`src/rtl/bhr_pkg.sv`:
```
// Package: constants and types for the back-up hold and reset controller
// =====================================================================
// Operation
// - Two states: clock-halt stops oscillator and CPU; wait stops CPU only.
// - Setting 0: clock-halt enters back-up only while request pin is low.
// - Setting 1: clock-halt enters back-up whatever the request pin level.
// - Clock-halt back-up ends on pin high (setting 0) or change (setting 1).
// - Wait back-up ends on any change of the request pin.
// - During back-up all display outputs and output ports are forced low.
// - Retained output pin drives high after reset.
// - Retained output pin keeps its latched value during clock-halt.
// - Supply below 1.55 V while CPU runs stops the CPU.
// - CPU restarts automatically when supply rises above 1.55 V again.
// - Low-supply stop sets a software-readable flag bit.
// - All four internal test port bits written 0 disable low-supply stop.
// - Supply rising above 1.8 V from 0 gives power-on reset to address 0.
// - Reset pin low holds reset; release starts at address 0; keep pin high.
// - Test pin high selects test mode; pulldown makes open pin normal.
// - Change on an input key-scan port pin releases clock-halt or wait.
// - Reset sets all general ports to input; frequency pin selects counter only while in reset.
// =====================================================================
package bhr_pkg;

  // =====================================================================
  // Widths and reset values
  localparam int          BHR_PC_W        = 13;
  localparam int          BHR_KEY_W       = 4;
  localparam int          BHR_TPORT_W     = 4;
  localparam int          BHR_OUT_W       = 16;
  localparam logic [12:0] BHR_RESET_PC    = 13'h0000;
  localparam logic [3:0]  BHR_TPORT_OFF   = 4'h0;
  localparam logic [3:0]  BHR_TPORT_RST   = 4'hF;
  localparam logic [3:0]  BHR_DIR_ALL_IN  = 4'h0;
  localparam logic [15:0] BHR_OUT_LOW     = 16'h0000;
  localparam logic        BHR_RET_RST     = 1'b1;
  localparam logic        BHR_MODE_LEVEL  = 1'b0;

  // =====================================================================
  // Core power states
  typedef enum logic [2:0] {
    BHR_RUN,
    BHR_HALT,
    BHR_WAIT,
    BHR_LOWV,
    BHR_RST
  } bhr_state_e;

endpackage : bhr_pkg

```
`src/rtl/bhr_pin_edge.sv`:
```
// Module: pin sampler with registered previous value and change detection
module bhr_pin_edge
  import bhr_pkg::*;
#(
  parameter int W = 1
) (
  // Clock and reset
  input  wire logic         clk_in,
  input  wire logic         nrst_in,
  // Pin and change
  input  wire logic [W-1:0] pin_in,
  output logic      [W-1:0] level_out,
  output logic      [W-1:0] change_out
);

  logic [W-1:0] prev_r;
  logic [W-1:0] prev_nxt;
  logic         init_r;
  logic         init_nxt;

  // =====================================================================
  // Per-bit change compare, suppressed until first sample taken
  genvar g;
  generate
    for (g = 0; g < W; g++) begin : g_bit
      assign change_out[g] = init_r & (prev_r[g] ^ pin_in[g]);
    end
  endgenerate
  assign level_out = pin_in;

  // Next-value logic
  always_comb begin
    prev_nxt = pin_in;
    init_nxt = 1'b1;
  end

  // Registers; reset takes constants only
  always_ff @(posedge clk_in) begin
    if (!nrst_in) begin
      prev_r <= '0;
      init_r <= 1'b0;
    end else begin
      prev_r <= prev_nxt;
      init_r <= init_nxt;
    end
  end

endmodule // bhr_pin_edge

```
`src/rtl/bhr_ret_out.sv`:
```
// Module: retained single-bit output latch
module bhr_ret_out
  import bhr_pkg::*;
(
  // Clock and reset
  input  wire logic clk_in,
  input  wire logic nrst_in,
  // Core write
  input  wire logic wr_in,
  input  wire logic data_in,
  // Pin
  output logic      pin_out
);

  logic lat_r;
  logic lat_nxt;

  // Latch holds through clock-halt; no forcing here
  always_comb begin
    lat_nxt = wr_in ? data_in : lat_r;
  end

  always_ff @(posedge clk_in) begin
    if (!nrst_in) begin
      lat_r <= BHR_RET_RST;
    end else begin
      lat_r <= lat_nxt;
    end
  end

  assign pin_out = lat_r;
endmodule // bhr_ret_out

```
`src/rtl/bhr_ctrl.sv`:
```
// Module: back-up hold, low-supply stop and reset control
module bhr_ctrl
  import bhr_pkg::*;
(
  // Clock and reset
  input  wire logic                   clk_in,
  input  wire logic                   nrst_in,
  // External parties
  input  wire logic                   reset_pin_n_in,
  input  wire logic                   hold_pin_in,
  input  wire logic                   supply_ok_in,
  input  wire logic                   power_on_in,
  input  wire logic                   test_pin_in,
  // Core requests
  input  wire logic                   halt_exec_in,
  input  wire logic                   wait_exec_in,
  input  wire logic                   mode_wr_in,
  input  wire logic                   mode_in,
  input  wire logic                   tport_wr_in,
  input  wire logic [BHR_TPORT_W-1:0] tport_in,
  input  wire logic                   flag_clr_in,
  input  wire logic                   ret_wr_in,
  input  wire logic                   ret_data_in,
  input  wire logic [BHR_OUT_W-1:0]   out_data_in,
  input  wire logic [BHR_KEY_W-1:0]   key_dir_in,
  input  wire logic                   key_dir_wr_in,
  input  wire logic [BHR_KEY_W-1:0]   key_pin_in,
  input  wire logic [BHR_PC_W-1:0]    pc_next_in,
  // Status and control to core
  output logic                        cpu_run_out,
  output logic                        osc_en_out,
  output logic                        core_reset_out,
  output logic                        pc_load_out,
  output logic [BHR_PC_W-1:0]         pc_value_out,
  output logic                        lowv_flag_out,
  output logic                        test_mode_out,
  output logic                        freq_counter_sel_out,
  output logic [BHR_KEY_W-1:0]        key_dir_out,
  // Pins
  output logic [BHR_OUT_W-1:0]        port_out,
  output logic                        ret_pin_out
);

  // =====================================================================
  // Pin samplers
  logic                 hold_lvl;
  logic                 hold_chg;
  logic [BHR_KEY_W-1:0] key_lvl;
  logic [BHR_KEY_W-1:0] key_chg;

  bhr_pin_edge #(.W(1)) u_hold (
    .clk_in     (clk_in),
    .nrst_in    (nrst_in),
    .pin_in     (hold_pin_in),
    .level_out  (hold_lvl),
    .change_out (hold_chg)
  );

  bhr_pin_edge #(.W(BHR_KEY_W)) u_key (
    .clk_in     (clk_in),
    .nrst_in    (nrst_in),
    .pin_in     (key_pin_in),
    .level_out  (key_lvl),
    .change_out (key_chg)
  );

  // Latch returns high on pin and power-on reset too, not only nrst_in
  logic ret_nrst;
  assign ret_nrst = nrst_in && reset_pin_n_in && !power_on_in;

  bhr_ret_out u_ret (
    .clk_in  (clk_in),
    .nrst_in (ret_nrst),
    .wr_in   (ret_wr_in),
    .data_in (ret_data_in),
    .pin_out (ret_pin_out)
  );

  // =====================================================================
  // State and control registers
  bhr_state_e             state_r, state_nxt;
  logic                   mode_r, mode_nxt;
  logic [BHR_TPORT_W-1:0] tport_r, tport_nxt;
  logic                   flag_r, flag_nxt;
  logic [BHR_KEY_W-1:0]   dir_r, dir_nxt;
  logic [BHR_PC_W-1:0]    pc_r, pc_nxt;
  logic                   load_r, load_nxt;
  logic [BHR_OUT_W-1:0]   port_r, port_nxt;
  logic                   sys_reset;
  logic                   lowv_en;
  logic                   key_wake;
  logic                   halt_wake;
  logic                   backup;

  // Pin or power-on reset restarts at address 0
  assign sys_reset = !reset_pin_n_in || power_on_in;
  // Zero-written test port disables low-supply stop only when all four bits are zero
  assign lowv_en   = (tport_r != BHR_TPORT_OFF);
  // Only pins set as inputs can wake the core
  assign key_wake  = |(key_chg & ~dir_r);
  // Release condition depends on the release-setting bit
  assign halt_wake = (mode_r == BHR_MODE_LEVEL) ? hold_lvl
                                                : hold_chg;
  assign backup    = (state_r == BHR_HALT) || (state_r == BHR_WAIT);

  // Next-state logic for power state, flag and restart address
  always_comb begin
    state_nxt = state_r;
    flag_nxt  = flag_r;
    pc_nxt    = pc_r;
    load_nxt  = 1'b0;
    mode_nxt  = mode_wr_in ? mode_in : mode_r;
    tport_nxt = tport_wr_in ? tport_in : tport_r;
    dir_nxt   = key_dir_wr_in ? key_dir_in : dir_r;
    port_nxt  = out_data_in;
    if (flag_clr_in) begin
      flag_nxt = 1'b0;
    end
    case (state_r)
      BHR_RST: begin
        pc_nxt = BHR_RESET_PC;
        if (!sys_reset) begin
          state_nxt = BHR_RUN;
          load_nxt  = 1'b1;
        end
      end
      BHR_RUN: begin
        if (lowv_en && !supply_ok_in) begin
          state_nxt = BHR_LOWV;
          flag_nxt  = 1'b1;
        end else if (halt_exec_in &&
                     (mode_r != BHR_MODE_LEVEL || !hold_lvl)) begin
          state_nxt = BHR_HALT;
          pc_nxt    = pc_next_in;
        end else if (wait_exec_in) begin
          state_nxt = BHR_WAIT;
          pc_nxt    = pc_next_in;
        end
      end
      BHR_HALT: begin
        if (halt_wake || key_wake) begin
          state_nxt = BHR_RUN;
          load_nxt  = 1'b1;
        end
      end
      BHR_WAIT: begin
        if (hold_chg || key_wake) begin
          state_nxt = BHR_RUN;
          load_nxt  = 1'b1;
        end
      end
      BHR_LOWV: begin
        flag_nxt = 1'b1;                               // Set wins over clear
        if (supply_ok_in || !lowv_en) begin
          state_nxt = BHR_RUN;
        end
      end
      default: begin
        state_nxt = BHR_RST;
      end
    endcase
    if (sys_reset) begin
      state_nxt = BHR_RST;
      dir_nxt   = BHR_DIR_ALL_IN;
    end
  end

  // Register stage; reset loads output port low and test port all ones
  always_ff @(posedge clk_in) begin
    if (!nrst_in) begin
      state_r <= BHR_RST;
      mode_r  <= BHR_MODE_LEVEL;
      tport_r <= BHR_TPORT_RST;
      flag_r  <= 1'b0;
      dir_r   <= BHR_DIR_ALL_IN;
      pc_r    <= BHR_RESET_PC;
      load_r  <= 1'b0;
      port_r  <= BHR_OUT_LOW;
    end else begin
      state_r <= state_nxt;
      mode_r  <= mode_nxt;
      tport_r <= tport_nxt;
      flag_r  <= flag_nxt;
      dir_r   <= dir_nxt;
      pc_r    <= pc_nxt;
      load_r  <= load_nxt;
      port_r  <= port_nxt;
    end
  end

  // =====================================================================
  // Outputs
  assign cpu_run_out          = (state_r == BHR_RUN);
  assign osc_en_out           = (state_r != BHR_HALT);
  assign core_reset_out       = (state_r == BHR_RST);
  assign pc_load_out          = load_r;
  assign pc_value_out         = pc_r;
  assign lowv_flag_out        = flag_r;
  assign test_mode_out        = test_pin_in;
  assign freq_counter_sel_out = core_reset_out;
  assign key_dir_out          = dir_r;
  // Forced low in back-up; retained pin is excluded on purpose
  assign port_out = backup ? BHR_OUT_LOW : port_r;
endmodule // bhr_ctrl

```
`config.mk`:
```
export PLATFORM = sky130hd
export DESIGN_NAME = bhr_ctrl
export DESIGN_NICKNAME = d
export VERILOG_FILES = /design/src/rtl/bhr_pkg.sv /design/src/rtl/bhr_pin_edge.sv /design/src/rtl/bhr_ret_out.sv /design/src/rtl/bhr_ctrl.sv
export SDC_FILE = /design/constraint.sdc
export NUM_CORES = 1
export LEC_CHECK = 0
export ABC_AREA = 0
export BUFFER_PORTS_ARGS = -buffer_cell sky130_fd_sc_hd__buf_2
export CORE_MARGIN = 5
export CORE_UTILIZATION = 49
export DETAILED_ROUTE_END_ITERATION = 6
export PLACE_DENSITY = 0.84
export RECOVER_POWER = 50
export SLEW_MARGIN = 20
export SYNTH_ARGS = -nofsm -noshare
export SYNTH_HDL_FRONTEND = slang
export SYNTH_SLANG_ARGS = --single-unit
```
`constraint.sdc`:
```
create_clock -name clk_in -period 4.9 [get_ports clk_in]
set_clock_uncertainty 0.2 [all_clocks]
set_input_delay 0.98 -clock clk_in [delete_from_list [all_inputs] [get_ports clk_in]]
set_output_delay 0.98 -clock clk_in [all_outputs]
set_load 0.02 [all_outputs]
```
==> run metrics <==
die height=75.0 um; Max Root-Sink Buffers=2; Fin Setup TNS=0 ns; CP Cell Sequence=nor3b_1, nor2_1, and2_1, buf_2; Routed WL per cell=13.0 um; CTS sink count=50; GRT Overall Usage=0.172; crit path max fanout=16; Hold Crit Class=register to register; Post-CTS Setup Bufs=0; Routed Antenna Nets=0; Post-Syn Nets=approximately 280; RSZ-0062 raised after global routing=no; root buf cell=clkbuf_8; fin crit share=0.663; Post-Syn Instances=between 200 and 250; initial antenna violation count=0; status=finished clean; post-DR vias/cell=between 4 and 5; fin crit period=3.25 ns; Slew headroom=0.0340; final wirelength=roughly 4700 um; top post-synthesis cells by area=dfxtp_1 (48%), and2_1 (11%), mux2i_1 (5.3%); largest net degree at the start of global routing=45; Initial DRC Count=between 100 and 150; ys async rst share=0; DRC viols=0; final hold vios=0; share of cells above drive strength 1=0.323; VDD IR max=approximately 0.16 mV; Hold-fix buffers, CTS=0; DR pass1 iterations=4; flop-to-flop setup slack=slightly above 3 ns; leading area contributor after synthesis=dfxtp_1; Clk network pwr share=0.307; register area share after synthesis=0.484; Sw Share=0.255; placed inst area=roughly 0.0025 mm^2; post-DP HPWL=roughly 3500 um; Setup Crit Path Kind=register to output pin; Rows=23; Power Dens Cells=between 200 and 300 mW/mm^2; fin nets=366; Synth Warn #=0; clock-pin slew on the worst setup and hold paths=around 0.090 ns; Post-Syn Area=between 0.002 and 0.0025 mm^2; mean post-synth cell area=9.32 um^2; Slew Viols, Final=0; Crit. End Element=output pin; CP max stage delay=~0.64 ns; vias in the first global route=~1.8k; worst slew pin tran=1.45 ns; Antenna Cells=0; Logic pwr share=0.129; startpoint types=register; Die ar.=0.00562 mm^2; Initial Util=0.510; Main synth FF type=dfxtp_1; via count=1763; cell area after layout=~0.0026 mm^2; top cells by count, synth=dfxtp_1 (50), and2_1 (38), nand2_1 (29); worst path required time=between 3 and 4 ns; Synth Register Bits=50; Arr. time, crit path=around 2.1 ns; final core occ=0.641; CTS Buf Count=5; Finish-stage setup viols=0; most instantiated library cell after synthesis=dfxtp_1; first-pass GRT wire length=7420 um; Post-synth EDFFs=0; CTS tree=yes; Slowest-stage cell, CP=nor2_1; I/O pin count=slightly below 100; MaxCap Viol Count=0; top cell type's share of synthesized area=0.484; WP buf/inv=1; chip width=~75 um; Area Overhead vs Synth=25.7%; GRT overflow=0; clock latency on the worst-skew pair=0.30 ns; crit-path leading delay family=simple AND/OR/NAND/NOR gates; Sequential Power Share=0.564; core area=between 0.004 and 0.005 mm^2; post-synth cell types=34; post-CTS sizing=0; Lkg Pwr=around 1.1 nW; port bufs=95; gpl congestion=0.864; H-tree depth=2; Achievable Freq=308 MHz; switching power=roughly 0.00019 W; Pint=about 0.00057 W; worst hold slack=0.255 ns
[worst register-to-register path, stage by stage, from the launching register on]
cell	delay, ns
dfxtp_1	0.35
nand2b_1	0.18
a21oi_1	0.18
nor2_2	0.07
o21ai_2	0.47
nand2_1	0.10
a21boi_0	0.16
[path summary, 6_finish.rpt]
| check | startpoint | endpoint | cells after the start |
|---|---|---|---|
| setup / recovery | state_r[2] | port_out[2] | 4 |
| hold / removal | pc_value_out[11] | pc_value_out[11] | 2 |
| setup reg to reg | mode_r | pc_value_out[0] | 6 |
| hold reg to reg | pc_value_out[11] | pc_value_out[11] | 2 |
[state kept, by name (all words and copies together) (netlist names)]
register and flops:
u_key.prev_r 4, u_hold.prev_r 1, u_ret.pin_out 1, lowv_flag_out 1
key_dir_out 4, mode_r 1, tport_r 4, state_r 3
pc_value_out 13, port_r 16, pc_load_out 1, u_key.init_r 1
[cell type report]
type                       count  area [um^2]
clock buffer                   5         68.8
clock inverter                 3         21.3
fill                         365         1460
inverter                       3         11.3
multi-input combinational    154          975
sequential                    50         1000
tap                           50         62.6
timing repair buffer          95          460
[power groups by stage]
| stage | logic [W] | clock network (W) | registers (W) |
|---|---|---|---|
| 3_3_place_gp | 0.0000976 | 0 | 0.000440 |
| 2_1_floorplan | 0.0000598 | 0 | 0.000441 |
| 4_1_cts | 0.0000999 | 0.000242 | 0.000431 |
| 5_1_grt | 0.000108 | 0.000259 | 0.000433 |
| 6_report | 0.0000982 | 0.000235 | 0.000431 |
| 3_5_place_dp | 0.0000995 | 0 | 0.000440 |
[layer usage]
metal  up-vias  track usage  share of wire
met2        62        0.301           0.50
li1        906            -              -
met3         4       0.0534          0.080
met4         0       0.0534         0.0090
met1       791        0.201           0.41
met5         -            0              0
[per-stage QoR]
step | instances | setup slack (ns) | total power (W)
after CTS | 360 | 1.60 | 0.000773
after floorplan | 222 | 2.37 | 0.000501
after global routing | 360 | 1.39 | 0.000801
final | 360 | 1.65 | 0.000764
after detailed placement | 352 | 1.95 | 0.000540
after global placement | 352 | 2.08 | 0.000537
[cell usage in the layout (no fill, tap or decap), types with 5 or more instances in the layout]
cell	synthesis	routed
a21boi_1	7	7
and2_0	1	9
and2_1	38	30
buf_2	5	83
clkbuf_1	7	12
clkbuf_8	0	5
dfxtp_1	50	50
mux2i_1	11	11
nand2_1	29	29
nand3_1	15	15
nor2_1	8	8
xnor2_1	5	5
[logic make-up after synthesis]
kind of cell / Yosys count / synth area share
flip-flops: 50 / 0.484
multiplexers: 11 / 0.0532
buffers and inverters: 18 / 0.0448
AO/OA/AOI/OAI: 33 / 0.120
XOR/XNOR: 5 / 0.0212
AND/OR/NAND/NOR: 105 / 0.277
No activity file was read; power rests on OpenSTA's default activity.
